[config.mk]
export PLATFORM = sky130hd
export DESIGN_NAME = aircr_regs
export DESIGN_NICKNAME = d
export VERILOG_FILES = /design/src/logic/aircr_pkg.sv /design/src/logic/aircr_regs.sv
export SDC_FILE = /design/constraint.sdc
export NUM_CORES = 1
export LEC_CHECK = 0
export ABC_CLOCK_PERIOD_IN_PS = 3800
export BUFFER_PORTS_ARGS = -buffer_cell sky130_fd_sc_hd__buf_2
export CORE_MARGIN = 5
export CORE_UTILIZATION = 55
export CTS_CLUSTER_SIZE = 25
export DETAILED_ROUTE_END_ITERATION = 10
export GPL_ROUTABILITY_DRIVEN = 0
export MAX_ROUTING_LAYER = met4
export PLACE_DENSITY_LB_ADDON = 0.08
export SYNTH_ARGS = -nofsm -noshare
export SYNTH_HDL_FRONTEND = slang
export SYNTH_SLANG_ARGS = --single-unit
[constraint.sdc]
create_clock -name sys_clk -period 3.8 [get_ports sys_clk]
set_input_delay 0 -clock sys_clk [delete_from_list [all_inputs] [get_ports sys_clk]]
set_output_delay 0 -clock sys_clk [all_outputs]
set_load 0.05 [all_outputs]
[src/logic/aircr_pkg.sv]
// Package for the input and rate configuration register bank
package aircr_pkg;
	// Register indices on the command port
	localparam logic [1:0] REG_INPUT_GAIN = 2'h0;
	localparam logic [1:0] REG_RATE_MODE = 2'h1;
	localparam logic [7:0] REG_RESET = 8'h00;
	// Input and gain register fields
	localparam int SEL_HI = 7;
	localparam int SEL_LO = 4;
	localparam int GAIN_HI = 3;
	localparam int GAIN_LO = 1;
	localparam int BYPASS_BIT = 0;
	// Rate and mode register fields
	localparam int RATE_HI = 7;
	localparam int RATE_LO = 5;
	localparam int MODE_HI = 4;
	localparam int MODE_LO = 3;
	localparam int CONV_BIT = 2;
	localparam int TEMP_BIT = 1;
	localparam int BURN_BIT = 0;
	// Selector codes
	localparam logic [3:0] SEL_GND_FIRST = 4'h8;
	localparam logic [3:0] SEL_GND_LAST = 4'hB;
	localparam logic [3:0] SEL_REF_MON = 4'hC;
	localparam logic [3:0] SEL_SUP_MON = 4'hD;
	localparam logic [3:0] SEL_MID_MON = 4'hE;
	localparam logic [3:0] SEL_RESERVED = 4'hF;
	// Highest gain code that may run without the amplifier (gain 4)
	localparam logic [2:0] GAIN_MAX_BYPASS = 3'h2;
	// Negative input code meaning analog ground
	localparam logic [2:0] NEG_GROUND = 3'h4;
	localparam logic [2:0] RATE_RESERVED = 3'h7;

	// Operating modes
	typedef enum logic [1:0] {
		AIRCR_NORMAL,
		AIRCR_DUTY,
		AIRCR_TURBO,
		AIRCR_MODE_RSVD
	} aircr_mode_e;

	// Monitor selections
	typedef enum logic [1:0] {
		AIRCR_MON_NONE,
		AIRCR_MON_REF,
		AIRCR_MON_SUPPLY,
		AIRCR_MON_MID
	} aircr_mon_e;

	// Decoded controls handed to the converter
	typedef struct packed {
		logic [1:0] pos_input;
		logic [2:0] neg_input;
		aircr_mon_e monitor;
		logic sel_reserved;
		logic [2:0] gain_log2;
		logic amp_bypass_eff;
		logic [2:0] rate_code;
		logic [17:0] rate_centi_sps;
		aircr_mode_e mode;
		logic mod_clk_fast;
		logic duty_cycle;
		logic conversion_mode;
		logic temp_sensor_enable;
		logic ref_internal_forced;
		logic burnout_source_enable;
	} aircr_ctrl_s;
endpackage : aircr_pkg

[src/logic/aircr_regs.sv]
// Input, gain, rate and mode configuration registers with control decode
// Contract
// - Bits 7-4 of the input register select twelve input pairings or a monitor, 0000 default, 1111 reserved.
// - Bits 3-1 of the input register give a gain of two to the power of the code, 1 to 128.
// - Bit 0 of the input register set to 1 disables and bypasses the amplifier, 0 keeps it on.
// - The amplifier stays on for gains 8 to 128 whatever the bypass bit says.
// - Bits 7-5 of the rate register hold a rate code whose rate depends on the operating mode.
// - Bits 4-3 select normal, duty-cycle, turbo or a reserved mode.
// - Bit 2 selects single-shot (0) or continuous (1) conversion.
// - Bit 1 enters temperature-sensor mode, ignoring the input register and forcing the internal reference.
// - Bit 0 switches the burn-out current sources on (1) or off (0).
// - All fields read and write and reset to zero.
// - A configuration write updates the registers only at the final clock edge of the command.
// - After a configuration write the filter resets and conversion restarts with the new settings.
// - Registers keep their values in power-down and clear only on power-up or reset.
// - Rate codes give fixed rates at the nominal clock and scale with any other external clock.
`timescale 1ns/1ps

module aircr_regs (
	input wire logic sys_clk, // System clock, 100 MHz
	input wire logic sys_rst, // Asynchronous reset, active high
	input wire logic wr_stage, // Pulse: a data byte of a write command arrived
	input wire logic [1:0] wr_addr, // Register index of the staged byte
	input wire logic [7:0] wr_data, // Staged byte
	input wire logic wr_commit, // Pulse: final clock edge of the write command
	input wire logic rd_req, // Pulse: read command wants a byte
	input wire logic [1:0] rd_addr, // Register index to read
	output logic [7:0] rd_data, // Read byte
	output logic rd_valid, // Pulse: rd_data is valid
	output aircr_pkg::aircr_ctrl_s ctrl, // Decoded converter controls
	output logic filter_restart // Pulse: reset filter, restart conversion
);

	////////////////////////////////////////////////////////////////////////
	// Selector decode: positive input, negative input, monitor
	function automatic logic [6:0] sel_decode(input logic [3:0] sel);
		logic [1:0] p;
		logic [2:0] n;
		aircr_pkg::aircr_mon_e m;
		p = 2'h0;
		n = 3'h1;
		m = aircr_pkg::AIRCR_MON_NONE;
		case (sel)
			4'h0:
			begin
				p = 2'h0;
				n = 3'h1;
			end
			4'h1:
			begin
				p = 2'h0;
				n = 3'h2;
			end
			4'h2:
			begin
				p = 2'h0;
				n = 3'h3;
			end
			4'h3:
			begin
				p = 2'h1;
				n = 3'h2;
			end
			4'h4:
			begin
				p = 2'h1;
				n = 3'h3;
			end
			4'h5:
			begin
				p = 2'h2;
				n = 3'h3;
			end
			4'h6:
			begin
				p = 2'h1;
				n = 3'h0;
			end
			4'h7:
			begin
				p = 2'h3;
				n = 3'h2;
			end
			4'h8, 4'h9, 4'hA, 4'hB:
			begin
				p = sel[1:0];
				n = aircr_pkg::NEG_GROUND;
			end
			aircr_pkg::SEL_REF_MON:
			begin
				m = aircr_pkg::AIRCR_MON_REF;
			end
			aircr_pkg::SEL_SUP_MON:
			begin
				m = aircr_pkg::AIRCR_MON_SUPPLY;
			end
			aircr_pkg::SEL_MID_MON:
			begin
				m = aircr_pkg::AIRCR_MON_MID;
			end
			// Reserved code keeps the first pairing and no monitor
			default:
			begin
				m = aircr_pkg::AIRCR_MON_NONE;
			end
		endcase
		return {p, n, m};
	endfunction : sel_decode

	////////////////////////////////////////////////////////////////////////
	// Nominal rate in hundredths of a sample per second at the nominal clock
	function automatic logic [17:0] rate_lookup(input logic [1:0] mode, input logic [2:0] code);
		logic [17:0] r;
		r = 18'h0_0000;
		case (mode)
			// Normal mode
			aircr_pkg::AIRCR_NORMAL:
			begin
				case (code)
					3'h0: r = 18'd2000;
					3'h1: r = 18'd4500;
					3'h2: r = 18'd9000;
					3'h3: r = 18'd17500;
					3'h4: r = 18'd33000;
					3'h5: r = 18'd60000;
					3'h6: r = 18'd100000;
					default: r = 18'h0_0000;
				endcase
			end
			// Duty-cycle mode, a quarter of normal except code 3 (4400 against 4375)
			aircr_pkg::AIRCR_DUTY:
			begin
				case (code)
					3'h0: r = 18'd500;
					3'h1: r = 18'd1125;
					3'h2: r = 18'd2250;
					3'h3: r = 18'd4400;
					3'h4: r = 18'd8250;
					3'h5: r = 18'd15000;
					3'h6: r = 18'd25000;
					default: r = 18'h0_0000;
				endcase
			end
			// Turbo mode, twice normal
			aircr_pkg::AIRCR_TURBO:
			begin
				case (code)
					3'h0: r = 18'd4000;
					3'h1: r = 18'd9000;
					3'h2: r = 18'd18000;
					3'h3: r = 18'd35000;
					3'h4: r = 18'd66000;
					3'h5: r = 18'd120000;
					3'h6: r = 18'd200000;
					default: r = 18'h0_0000;
				endcase
			end
			default: r = 18'h0_0000;
		endcase
		return r;
	endfunction : rate_lookup

	////////////////////////////////////////////////////////////////////////
	// Full control decode of both stored bytes
	function automatic aircr_pkg::aircr_ctrl_s ctrl_decode(input logic [7:0] in_reg, input logic [7:0] rate_reg);
		aircr_pkg::aircr_ctrl_s c;
		logic [3:0] sel;
		logic [2:0] gain;
		logic byp;
		logic [2:0] rate;
		logic [1:0] mode;
		logic temp;
		logic [6:0] dec;
		sel = in_reg[aircr_pkg::SEL_HI:aircr_pkg::SEL_LO];
		gain = in_reg[aircr_pkg::GAIN_HI:aircr_pkg::GAIN_LO];
		byp = in_reg[aircr_pkg::BYPASS_BIT];
		rate = rate_reg[aircr_pkg::RATE_HI:aircr_pkg::RATE_LO];
		mode = rate_reg[aircr_pkg::MODE_HI:aircr_pkg::MODE_LO];
		temp = rate_reg[aircr_pkg::TEMP_BIT];
		// Input settings count only outside temperature-sensor mode
		dec = sel_decode(temp ? 4'h0 : sel);
		c.pos_input = dec[6:5];
		c.neg_input = dec[4:2];
		c.monitor = aircr_pkg::aircr_mon_e'(dec[1:0]);
		c.sel_reserved = !temp && (sel == aircr_pkg::SEL_RESERVED);
		c.gain_log2 = temp ? 3'h0 : gain;
		c.amp_bypass_eff = !temp && byp && (gain <= aircr_pkg::GAIN_MAX_BYPASS);
		c.rate_code = rate;
		c.rate_centi_sps = rate_lookup(mode, rate);
		c.mode = aircr_pkg::aircr_mode_e'(mode);
		c.mod_clk_fast = (mode == aircr_pkg::AIRCR_TURBO);
		c.duty_cycle = (mode == aircr_pkg::AIRCR_DUTY);
		c.conversion_mode = rate_reg[aircr_pkg::CONV_BIT];
		c.temp_sensor_enable = temp;
		c.ref_internal_forced = temp;
		c.burnout_source_enable = rate_reg[aircr_pkg::BURN_BIT];
		return c;
	endfunction : ctrl_decode

	// Controls of the reset bytes, so the outputs do not jump after reset
	localparam aircr_pkg::aircr_ctrl_s CTRL_RESET = ctrl_decode(aircr_pkg::REG_RESET, aircr_pkg::REG_RESET);

	////////////////////////////////////////////////////////////////////////
	// Stored bytes, staged bytes and pending flags
	logic [7:0] in_reg_q;
	logic [7:0] rate_reg_q;
	logic [7:0] in_stage_q;
	logic [7:0] rate_stage_q;
	logic in_pend_q;
	logic rate_pend_q;
	logic commit_dly_q;
	logic [7:0] rd_data_q;
	logic rd_valid_q;
	aircr_pkg::aircr_ctrl_s ctrl_q;
	aircr_pkg::aircr_ctrl_s ctrl_d;

	// Staging strobes per register
	wire stage_in = wr_stage && (wr_addr == aircr_pkg::REG_INPUT_GAIN);
	wire stage_rate = wr_stage && (wr_addr == aircr_pkg::REG_RATE_MODE);
	// Bytes and flags that the commit will use, including one staged this cycle
	wire [7:0] in_stage_d = stage_in ? wr_data : in_stage_q;
	wire [7:0] rate_stage_d = stage_rate ? wr_data : rate_stage_q;
	wire in_pend_d = stage_in || in_pend_q;
	wire rate_pend_d = stage_rate || rate_pend_q;

	// Stage bytes; commit them together at the end of the command
	always_ff @(posedge sys_clk or posedge sys_rst)
	begin
		if (sys_rst)
		begin
			in_reg_q <= aircr_pkg::REG_RESET;
			rate_reg_q <= aircr_pkg::REG_RESET;
			in_stage_q <= aircr_pkg::REG_RESET;
			rate_stage_q <= aircr_pkg::REG_RESET;
			in_pend_q <= 1'b0;
			rate_pend_q <= 1'b0;
		end
		else
		begin
			in_stage_q <= in_stage_d;
			rate_stage_q <= rate_stage_d;
			in_pend_q <= in_pend_d && !wr_commit;
			rate_pend_q <= rate_pend_d && !wr_commit;
			if (wr_commit && in_pend_d)
			begin
				in_reg_q <= in_stage_d;
			end
			if (wr_commit && rate_pend_d)
			begin
				rate_reg_q <= rate_stage_d;
			end
		end
	end

	////////////////////////////////////////////////////////////////////////
	// Decoded control next value from the stored bytes
	assign ctrl_d = ctrl_decode(in_reg_q, rate_reg_q);

	////////////////////////////////////////////////////////////////////////
	// Read mux of stored bytes, unmapped index reads zero
	wire [7:0] rd_mux = (rd_addr == aircr_pkg::REG_INPUT_GAIN) ? in_reg_q :
		(rd_addr == aircr_pkg::REG_RATE_MODE) ? rate_reg_q : aircr_pkg::REG_RESET;

	// Control flops and restart pulse; the pulse lands with the new controls
	always_ff @(posedge sys_clk or posedge sys_rst)
	begin
		if (sys_rst)
		begin
			ctrl_q <= CTRL_RESET;
			commit_dly_q <= 1'b0;
			filter_restart <= 1'b0;
		end
		else
		begin
			ctrl_q <= ctrl_d;
			commit_dly_q <= wr_commit;
			filter_restart <= commit_dly_q;
		end
	end

	// Read answer flops; the byte stands until the next read
	always_ff @(posedge sys_clk or posedge sys_rst)
	begin
		if (sys_rst)
		begin
			rd_data_q <= aircr_pkg::REG_RESET;
			rd_valid_q <= 1'b0;
		end
		else
		begin
			rd_valid_q <= rd_req;
			if (rd_req)
			begin
				rd_data_q <= rd_mux;
			end
		end
	end

	assign ctrl = ctrl_q;
	assign rd_data = rd_data_q;
	assign rd_valid = rd_valid_q;

endmodule : aircr_regs

==> run summary, run 1 <==
The run finished with clean final reports. The commonest cells after synthesis are sky130_fd_sc_hd__dfrtp_1 (78), sky130_fd_sc_hd__nor2_1 (40), sky130_fd_sc_hd__a21oi_1 (32). The maximum level of the CTS H-tree is 3. The die height came out at 90.8 µm. The power per standard cell area is 709 nW/µm². Across all hold checks on the routed design, the worst slack comes to 0.139 ns. The leakage power summed over all cells is 0.00201 µW. The worst setup path is captured at a flop. A synthesized cell averages 10.9 µm². The largest fanout of any net on the critical path is 28. Across the routed clock network, the largest skew measured is 0.0148 ns. The biggest cell delay along the critical path is 0.84 ns. The data required time of the worst path is 4.03 ns.

The number of design rule violations left after detail routing came out at 0. The distinct cell type count of the synthesized netlist is 43. The layout filler cell count is 496. The clock latency on the worst-skew pair came out at 0.34 ns. The average detailed-routed wire length per instance came out at 15.8 µm. Counting both buffers and inverters, the worst setup path holds a total of 0. The cell family contributing the most delay on the critical path is flip-flops. The worst hold path class is input pin to flop. The number of antenna diodes in the final layout is 0. The floorplan die area is 8250 µm². Once detailed placement completed, the half-perimeter wirelength came to 5060 µm. The total nets after synthesis is 347. The number of enable flip-flop cells after synthesis came out at 0. The biggest area contributor in the post-synthesis netlist is sky130_fd_sc_hd__dfrtp_1.

The dominant synthesized flop cell is sky130_fd_sc_hd__dfrtp_1. The fraction of final layout cells with drive strength greater than 1 came out at 28.4%. The period utilization came out at 48.1%.

Counting along the longest clock path gives a buffer depth of 2. The proportion of register bits with asynchronous set or reset after synthesis is 100%. The area of the placeable core is 6350 µm². The hold violation total from the final report was 0. The largest net degree at the start of global routing is 55. Walking the worst path, the cells encountered are nor2b_1, a21oi_1, a211oi_1. The Yosys step of the flow raised 0 warnings. Global routing used 19.3% of the available tracks across all layers.

The initial antenna violation count is 0. STA classifies the critical path startpoint as a flop. The buffers inserted during post-CTS setup optimization came out at 0.

The maximum clock rate is 547 MHz. Dividing the detail-routed via count by the number of cells gives 5.53. The final-stage net count is 410. The post-cts resize count is 0. The area share of the leading cell type in the synthesized netlist came out at 54.3%. The number of global-route vias before repair came out at 2,527. Ranked by total cell area, the synthesized netlist is headed by sky130_fd_sc_hd__dfrtp_1 (54%), sky130_fd_sc_hd__dfstp_2 (5.1%), sky130_fd_sc_hd__mux2_2 (4.7%). The number of input and output port buffers inserted came out at 67. The area growth from synthesis to final layout came out at 17.2%.

The share of the yosys chip area belonging to registers is 59.5%. TritonCTS created 9 clock buffers. The worst hold path stage count came out at 3. In this run the cell area of the synthesized design comes to 3590 µm². The synthesized instance count is 330. In this run the critical register-to-register path is captured at ctrl[23]. The register bit count reported by yosys came out at 85.

The relative max-transition margin came out at 40.3%. TritonCTS built the clock tree. The maximum VDD drop is 619 µV. The critical hold path startpoint is rd_addr[0].

The critical path is of the flop to flop type. Once detail routing completed, the nets flagged for antenna violations numbered 0. The sum of overflow across all layers after global routing is 0. Clock tree synthesis selected as its root buffer the cell sky130_fd_sc_hd__clkbuf_8. The number of cells on the worst reg-to-reg path is 3. The worst register-to-register path begins at rate_reg_q[6]. The reg-to-reg setup timing slack came out at 1.97 ns. The initialized floorplan defines 29 standard-cell rows. The final core utilization came out at 66.3%. The slowest stage of the critical path is the sky130_fd_sc_hd__dfrtp_1 cell. For hold timing, the worst endpoint is rd_data[2]. The pin slew with the least headroom to its limit came out at 0.895 ns. 68 I/O pins were placed. Setup violations remaining at the end of the flow were counted as 0. The final count of pins violating max slew came out at 0. The number of max-capacitance violations reported is 0.

The clock net sink count is 85. Setup repair after global routing left no endpoint under its margin. For this block, the initial DRC count from the detailed router was 191. The detailed-routing iteration count for the pre-antenna-repair pass is 4. The aggregate negative setup slack came out at 0 ns. The vias after detailed routing is 2,629.

The data arrival time of the critical path came out at 2.06 ns. The overall routed net length came out at 7500 µm. The clock-pin transition on the worst setup and hold timing paths came out at 0.08 ns. The global-route wire length before repair is 12,500 µm.

In the post-synthesis netlist, the cell with the most instances is sky130_fd_sc_hd__dfrtp_1. The width of the die is 90.8 µm. The shortest period the worst path allows came out at 1.83 ns. The effective utilization at floorplan is 56.6%.
layer usage:
metal | part of all wire (%) | wire length (µm) | vias to the layer above | global-route usage, %
li1 | - | - | 1276 | -
met5 | 0 | 0 | - | -
met3 | 6.7 | 502 | 7 | 4.00
met4 | 0.97 | 73 | 0 | 7.33
met1 | 48 | 3570 | 1260 | 27.7
met2 | 45 | 3360 | 86 | 27.1
layout by cell type, fill, tap and decap left out, types with 10 or more instances in the layout:
| cell | netlist | routed |
|---|---|---|
| sky130_fd_sc_hd__dfrtp_1 | 78 | 78 |
| sky130_fd_sc_hd__buf_2 | 13 | 67 |
| sky130_fd_sc_hd__nor2_1 | 40 | 40 |
| sky130_fd_sc_hd__a21oi_1 | 32 | 32 |
| sky130_fd_sc_hd__o22ai_1 | 26 | 26 |
| sky130_fd_sc_hd__inv_1 | 16 | 15 |
| sky130_fd_sc_hd__mux2_2 | 15 | 15 |
| sky130_fd_sc_hd__clkbuf_8 | 0 | 14 |
| sky130_fd_sc_hd__nand2_1 | 12 | 12 |
| sky130_fd_sc_hd__dlygate4sd3_1 | 0 | 11 |
| sky130_fd_sc_hd__o21ai_0 | 10 | 10 |
tightest hold or removal path: stages:
cell	delay [ns]
sky130_fd_sc_hd__buf_2	0.18
sky130_fd_sc_hd__mux2i_1	0.14
sky130_fd_sc_hd__o22ai_1	0.09
cells by family after synthesis:
group	count (synthesis)	synth area share (%)
AOI/OAI and AO/OA	90	15.6
xor gates and xnor gates	3	0.732
buffers and inverters	45	5.78
DFF	85	59.5
muxes	25	7.63
and+or+nand+nor	82	10.8
cell type report:
type	instances	area, µm²	area share, %
Clock buffer	14	193	4.58
Clock inverter	2	13.8	0.327
Inverter	18	68.8	1.63
Multi-Input combinational cell	200	1250	29.7
Sequential cell	85	2140	50.7
Tap cell	77	96.3	2.29
Timing Repair Buffer	79	453	10.8
power by group:
| part | total, µW | leakage, µW | switching (µW) | internal [µW] |
|---|---|---|---|---|
| combinational | 1050 | 0.000874 | 748 | 297 |
| clock | 625 | 0.000109 | 298 | 327 |
| sequential | 1310 | 0.00103 | 194 | 1120 |
worst max path at each step:
stage                  startpoint            to  cells past startpoint
finish              rate_reg_q[6]      ctrl[23]                      3
global route        rate_reg_q[6]      ctrl[23]                      3
CTS                 rate_reg_q[7]      ctrl[15]                      4
detailed placement  rate_reg_q[7]      ctrl[15]                      4
global placement    rate_reg_q[7]      ctrl[15]                      4
floorplan                 sys_rst  commit_dly_q                      1
state kept, by name, indices dropped and copies added (netlist names):
signal          count
ctrl               40
in_reg_q            8
in_stage_q          8
rate_reg_q          8
rate_stage_q        8
rd_data             8
commit_dly_q        1
filter_restart      1
in_pend_q           1
rate_pend_q         1
rd_valid            1
timing repair:
action                                  4_1_cts  5_1_grt
hold buffers                                 11        0
endpoints found under the setup margin        0        0
endpoints found under the hold margin        73        0
per-stage QoR:
stage,setup slack (ns),std cells,total power (µW),instance area [µm²]
floorplan,1.62,330,2140,3590
global placement,2.11,448,2360,3890
detailed placement,2.03,448,2370,3890
CTS,2.01,475,3000,4210
global route,1.78,475,3150,4210
finish,1.97,475,2990,4210
Power figures use the tool's default switching activity.
==> inputs of run 2 (changes only) <==
ABC_CLOCK_PERIOD_IN_PS = 1600   (was 3800)
CORE_UTILIZATION = 49   (was 55)
clock period = 1.6 ns   (was 3.8 ns; I/O delays follow)
==> run 2 against run 1 <==
Fmax is 33% higher. Critical path type unchanged. Sequential cell count stayed put. Die area is 11% higher.
==> run summary, run 2 (synthesized netlist as in run 1, its figures left out) <==
The run finished with clean final reports. The min-delay analysis places its worst path in the category input pin to flop. Clock tree synthesis inserted a total of 9 buffers. The clock root buffer master is sky130_fd_sc_hd__clkbuf_8. The fraction of final layout cells with drive strength greater than 1 came out at 30.5%.

The number of global-route vias before repair came to 2,540. The type of origin of the critical path is a flop. The area of the placeable core came out at 7210 µm².

The post-route cell area came out at 4320 µm². The initial antenna violation count came out at 0. The worst hold path stage count is 3. Leaving out fill and tap cells, the most frequent cell in the layout is sky130_fd_sc_hd__dfrtp_1. In this run the remaining antenna-violating nets after routing total 0. The die is 95.6 µm wide. The worst setup path is of the flop to flop kind. Leaving out fill and tap cells, the most frequent cells in the layout are sky130_fd_sc_hd__dfrtp_1 (77), sky130_fd_sc_hd__buf_2 (67), sky130_fd_sc_hd__nor2_1 (40). The final antenna diode count came out at 0.

The number of ports placed on the die boundary is 68. The final count of pins violating max slew came to 0. The largest fanout of any net on the critical path is 19. The final setup violation count came out at 0. The overall routed net length came out at 7790 µm. The estimated wirelength of the detail-placed design is 5320 µm. The maximum clock rate is 726 MHz. The topmost layer with routed signal wires is met4. STA classifies the critical path endpoint as a flop.

The number of input and output port buffers inserted is 67. The relative max-transition margin is 69.1%. The placement-stage cell area is 4050 µm². The worst setup slack after layout came out at 0.223 ns. The worst slack after detailed placement is 0.193 ns. TritonCTS built the clock tree. For this design, the sink count on the clock tree is 85. The largest net degree at the start of global routing is 86. The maximum VDD drop is 634 µV. The tool flagged a number of max-cap violations equal to 0. The aggregate negative setup slack is 0 ns. The vias after detailed routing came out at 2,660. The leakage power summed over all cells came out at 0.00205 µW.

The worst-case clock skew is 0.00723 ns. The power per standard cell area came out at 1630 nW/µm². For this run, the total global-route usage over all layers was measured as 19.1%.

The met2 layer wire length in the routed design came out at 3450 µm. The number of rows in the core area is 31. The clock latency on the worst-skew pair is 0.35 ns. The clock-pin transition on the worst setup and hold timing paths is 0.08 ns.

Post-CTS timing repair inserted 0 buffers for setup. Relative to the synthesized area, the layout overhead comes to 20.3%. Once the floorplan was initialized, standard cells occupied 49.8% of the core. The number of design rule violations left after detail routing is 0.

The first detailed-routing pass ran for 5 iterations. The register with the most flip-flops in the layout has 40 of them. The data arrival time of the critical path came out at 1.62 ns. The number of cells on the worst reg-to-reg path came out at 4.

The die height came out at 95.6 µm. Setup repair after global routing left no endpoint under its margin. The pin slew with the least headroom to its limit came out at 0.463 ns. The floorplan die area came out at 9140 µm². STA puts the critical path data required time at 1.84 ns. The average detailed-routed wire length per instance came out at 15.3 µm. Summed over all layers, the global routing overflow is 0. The shortest period the worst path allows came out at 1.38 ns. The maximum number of buffers from clock root to sink came out at 2. The first global-routing pass estimated 12,800 µm of wire. The worst path uses 86.1% of the clock period. The iteration-0 DRC count of the detailed router is 186. For this block, wires on met1 add up to 3770 µm.

The final-stage net count is 423. In the detailed route, the total length drawn on met3 is 512 µm. The hold violation total from the final report is 0.

The average via count per standard cell is 5.23. The layout filler cell count is 621. The maximum level of the CTS H-tree is 3.
## run 2: final timing paths
check                               from        endpoint  slack, ns
setup / recovery           rate_reg_q[7]        ctrl[14]       0.22
hold / removal                rd_addr[0]      rd_data[5]       0.12
setup reg to reg           rate_reg_q[7]        ctrl[14]       0.22
hold reg to reg             commit_dly_q  filter_restart       0.35
max in group asynchronous        sys_rst        ctrl[12]       0.88
min in group asynchronous        sys_rst        ctrl[11]       0.31
## run 2: timing repair
item,CTS,global route
gates resized for setup,0,1
endpoints found under the hold margin,108,0
endpoints found under the setup margin,0,1
hold buffers,11,0
## run 2: critical path, stage by stage (launching register included)
cell,delay (ns)
sky130_fd_sc_hd__dfrtp_1,0.49
sky130_fd_sc_hd__buf_4,0.25
sky130_fd_sc_hd__nor2_1,0.18
sky130_fd_sc_hd__a21oi_1,0.09
sky130_fd_sc_hd__o32ai_1,0.26
## run 2: metal layers
layer,GRT usage (%),vias to the layer above
met5,-,-
met4,6.28,0
met3,4.10,10
met2,25.5,88
met1,28.7,1267
li1,-,1295
## run 2: final cells by class
| class | count | area, µm² | share of cell area [%] |
|---|---|---|---|
| timing repair buffer | 92 | 576 | 13.3 |
| multi-input combinational | 200 | 1250 | 28.9 |
| clock inverter | 4 | 25.0 | 0.579 |
| clock buffer | 11 | 141 | 3.27 |
| inverter | 18 | 71.3 | 1.65 |
| sequential | 85 | 2140 | 49.4 |
| tap | 99 | 124 | 2.87 |
## run 2: per-stage QoR
stage               hold slack [ns]  cells  util, %  power, µW
floorplan                    0.0314    330        -       5090
global placement              0.160    483     56.1       5750
detailed placement            0.164    483     56.1       5760
CTS                           0.114    509     59.9       7100
global route                  0.130    509     59.9       7480
finish                        0.120    509     59.9       7050
## run 2: where the power goes
group / internal, µW / switching, µW / total (µW)
clock: 593 / 718 / 1310
combinational: 808 / 1950 / 2760
sequential: 2660 / 315 / 2980
total: 4060 / 2980 / 7050
==> inputs of run 3 (changes only) <==
ABC_AREA = 1   (was default)
BUFFER_PORTS_ARGS = default   (was -buffer_cell sky130_fd_sc_hd__buf_2)
CORE_UTILIZATION = 55   (was 49)
DONT_BUFFER_PORTS = 1   (was default)
==> run 3 against run 2 <==
Cell count fell by 4.5%. Clock skew about the same. Power down 0.15%. Hold slack better by 0.10 ns. Final area decreased by 8.2%. Register-to-register slack lost 0.11 ns. Routed wire length down 3.1%. Non-clock buffer count shrank 66. Fmax shrank 7.7%. Clock-buffer cell count unchanged. First-iteration DRC count rose by 2.7%. Sequential share of layout area grew 4.4 points. Largest power group unchanged.
==> run summary, run 3 <==
In this run the register-to-register setup slack is 0.11 ns. For the final database, setup skew stands at 0.00748 ns. The final antenna diode count came out at 0. The CTS buffer count is 9.

The type of origin of the critical path is a flop. The number of input and output port buffers inserted is 0. The total nets after synthesis came out at 399. The largest fanout of any net on the critical path came out at 10. The register with the most flip-flops in the layout has 40 of them.

TritonCTS built the clock tree. The cell family contributing the most delay on the critical path is buffers and inverters. In the final timing run, aggregate negative setup slack is 0 ns.

After the flow finishes, the layout carries non-filler instances totaling 486. The worst slack after detailed placement is 0.280 ns. Sorting the synthesized cells by area gives the leading types as sky130_fd_sc_hd__dfrtp_1 (56%), sky130_fd_sc_hd__nand2_1 (14%), sky130_fd_sc_hd__nand3_1 (6.7%). The final count of pins violating max slew came out at 0.

The power consumption is 7030 µW. The hold violation total from the final report is 0. In this run the power spent charging and discharging nets is 3100 µW.

The critical path in this run is classified as flop to flop. The part of the total power dissipated in the clock network came out at 22.0%. The final critical path takes up 93.2% of the cycle.

The switching portion of total power came out at 44.1%. The synthesized instance count came out at 382. The register bit count reported by yosys came out at 85. The area growth from synthesis to final layout came out at 13.2%.

The proportion of register bits with asynchronous set or reset after synthesis is 100%. The total instance count after detailed placement is 451. The floorplan step set the die height to 89.9 µm.

Setup repair after global routing left no endpoint under its margin. The number of ports placed on the die boundary came out at 68. The floorplan die area came out at 8080 µm². The clock root buffer master is sky130_fd_sc_hd__clkbuf_8. The later pin in the worst-skew pair is clocked with a latency of 0.35 ns.

The average detailed-routed wire length per instance is 15.5 µm. The library cell used most frequently in the layout, excluding fill and tap cells, is sky130_fd_sc_hd__nand2_1. The number of enable flip-flop cells after synthesis is 0. The data required time of the worst path is 1.87 ns. The netlist area before placement came out at 3510 µm². For this run, the register share of the synthesized area comes to 60.9%. Internal power comes to 3930 µW. The distinct cell type count of the synthesized netlist came out at 24. In the routed layout, each cell is associated on average with a via count of 5.28. In this run the remaining antenna-violating nets after routing total 0. The number of warning messages in the yosys log is 0. The run finished with clean final reports. The first detailed-routing pass took 4 iterations. The worst register-to-register path ends at rd_data[5]. Traced cell by cell, the critical path runs through nand3_1, dlygate4sd3_1, a31oi_1.

The iteration-0 DRC count of the detailed router came out at 191. The power per standard cell area is 1770 nW/µm². The fraction of final layout cells with drive strength greater than 1 came out at 10.3%. The number of rows in the core area came out at 29.

The leakage power summed over all cells came out at 0.00204 µW. The global-route wire length before repair came out at 12,800 µm. The relative max-transition margin came out at 53.0%.

The critical path endpoint category is a flop. The width of the die came out at 89.9 µm. The estimated wirelength of the detail-placed design came out at 5210 µm. Max-cap violations in this run came to 0.

The sum of overflow across all layers after global routing is 0. The area of the placeable core is 6280 µm². In the post-synthesis netlist, the cell with the most instances is sky130_fd_sc_hd__nand2_1. The final setup violation count is 0.

The maximum level of the CTS H-tree came out at 3. The final layout contains routed wiring with a total length of 7550 µm. The largest net degree at the start of global routing came out at 56. Sorting the synthesized cells by how often they occur yields sky130_fd_sc_hd__nand2_1 (128), sky130_fd_sc_hd__dfrtp_1 (78), sky130_fd_sc_hd__nand3_1 (47). The post-synthesis average cell area came out at 9.18 µm². The biggest cell delay along the critical path came out at 0.59 ns.

The worst path in the final design needs a cycle of 1.49 ns, including I/O delays and setup. Global routing used 20.4% of the available tracks across all layers. sky130_fd_sc_hd__dfrtp_1 takes more of the synthesized area than any other cell.

In this run the worst hold path is classified as input pin to asynchronous set/reset pin. The maximum number of buffers from clock root to sink is 2. The clock net in this run drives a total of 85 sinks. The maximum VDD drop came out at 1020 µV. After detailed routing, the number of remaining DRC violations is 0. For this run, the leading register cell type out of synthesis is sky130_fd_sc_hd__dfrtp_1. The effective utilization at floorplan is 55.9%. For the pin with the worst max-slew slack, the measured transition is 0.705 ns. The part of the total power dissipated in combinational logic came out at 17.7%. The launching point of the worst reg2reg path is rate_reg_q[5]. The number of cells on the worst reg-to-reg path came out at 3. The worst hold slack came out at 0.222 ns.

Sequential cells burn 60.3% of the power. The slowest cell on the critical path is sky130_fd_sc_hd__dlygate4sd3_1. The worst setup slack after layout came out at 0.109 ns. The final-stage net count is 421. The data arrival time of the critical path came out at 1.76 ns. The buffers plus inverters on the worst setup path is 1. The number of global-route vias before repair was 2,519. The maximum clock rate came out at 671 MHz. The initial antenna violation count came out at 0. In the layout the commonest cells are sky130_fd_sc_hd__nand2_1 (128), sky130_fd_sc_hd__dfrtp_1 (78), sky130_fd_sc_hd__nand3_1 (47). Across all layers, the routed design uses 2,567 vias. The clock-pin transition on the worst setup and hold timing paths is 0.08 ns.

The area share of the leading cell type in the synthesized netlist came out at 55.6%. The buffers inserted during post-CTS setup optimization came out at 0.
-- run 3: changes by cell type after synthesis, moves of 8 or more --
cell and change:
sky130_fd_sc_hd__clkbuf_1 -8, sky130_fd_sc_hd__nand2b_1 -9, sky130_fd_sc_hd__nand2_1 +116, sky130_fd_sc_hd__a21oi_1 -25, sky130_fd_sc_hd__mux2i_1 -9, sky130_fd_sc_hd__inv_1 +9
sky130_fd_sc_hd__o22ai_1 -24, sky130_fd_sc_hd__nand3_1 +46, sky130_fd_sc_hd__mux2_2 -15, sky130_fd_sc_hd__nand4_1 +9
-- run 3: power by group through the flow --
| stage | clock [µW] | combinational [µW] | sequential [µW] |
|---|---|---|---|
| after floorplan | 0 | 985 | 4170 |
| after global placement | 0 | 1150 | 4280 |
| after detailed placement | 0 | 1170 | 4300 |
| after CTS | 1610 | 1240 | 4250 |
| after global routing | 1690 | 1430 | 4310 |
| final | 1540 | 1250 | 4240 |
-- run 3: metal layers --
layer | wire length, µm | track usage, % | part of all wire [%]
met4 | 188 | 9.80 | 2.5
met2 | 3650 | 31.0 | 48
met1 | 3360 | 26.9 | 45
met5 | 0 | - | 0
met3 | 348 | 3.34 | 4.6
-- run 3: worst min-delay path: cells and delay by family --
kind / cells / cell delay [ns]
buffers and inverters: 3 / 0.98
-- run 3: area by class of cell --
| type | instances | area [µm²] |
|---|---|---|
| Timing Repair Buffer | 26 | 248 |
| Clock buffer | 11 | 151 |
| Sequential cell | 85 | 2140 |
| Tap cell | 77 | 96.3 |
| Fill cell | 514 | 2310 |
| Multi-Input combinational cell | 254 | 1170 |
| Clock inverter | 5 | 56.3 |
| Inverter | 28 | 111 |
-- run 3: how the worst max path moves through the flow --
stage / slack (ns) / to / depth (start not counted) / startpoint
floorplan: 0.51 / ctrl[19] / 5 / rate_reg_q[6]
global placement: 0.30 / ctrl[16] / 5 / rate_reg_q[3]
detailed placement: 0.28 / ctrl[13] / 5 / rate_reg_q[6]
CTS: 0.007 / rate_pend_q / 4 / wr_stage
global route: 0.06 / rd_data[5] / 3 / rate_reg_q[5]
finish: 0.11 / rd_data[5] / 3 / rate_reg_q[5]
-- run 3: cells by family (layout without fill, tap and decap cells) --
logic type | count (synthesis) | in the layout | share of synthesized area [%]
compound gates | 29 | 29 | 5.03
buf+inv | 43 | 70 | 5.74
flops | 85 | 85 | 60.9
simple gates | 225 | 225 | 28.4
-- run 3: metrics by stage --
| stage | area (µm²) | util (%) |
|---|---|---|
| 2_1_floorplan | 3510 | - |
| 3_3_place_gp | 3570 | 56.8 |
| 3_5_place_dp | 3570 | 56.8 |
| 4_1_cts | 3970 | 63.2 |
| 5_1_grt | 3970 | 63.2 |
| 6_report | 3970 | 63.2 |
-- run 3: timing repair --
action,4_1_cts,5_1_grt
hold endpoints to repair,128,0
hold buffers,19,0
resized for setup,0,2
setup endpoints to repair,0,3
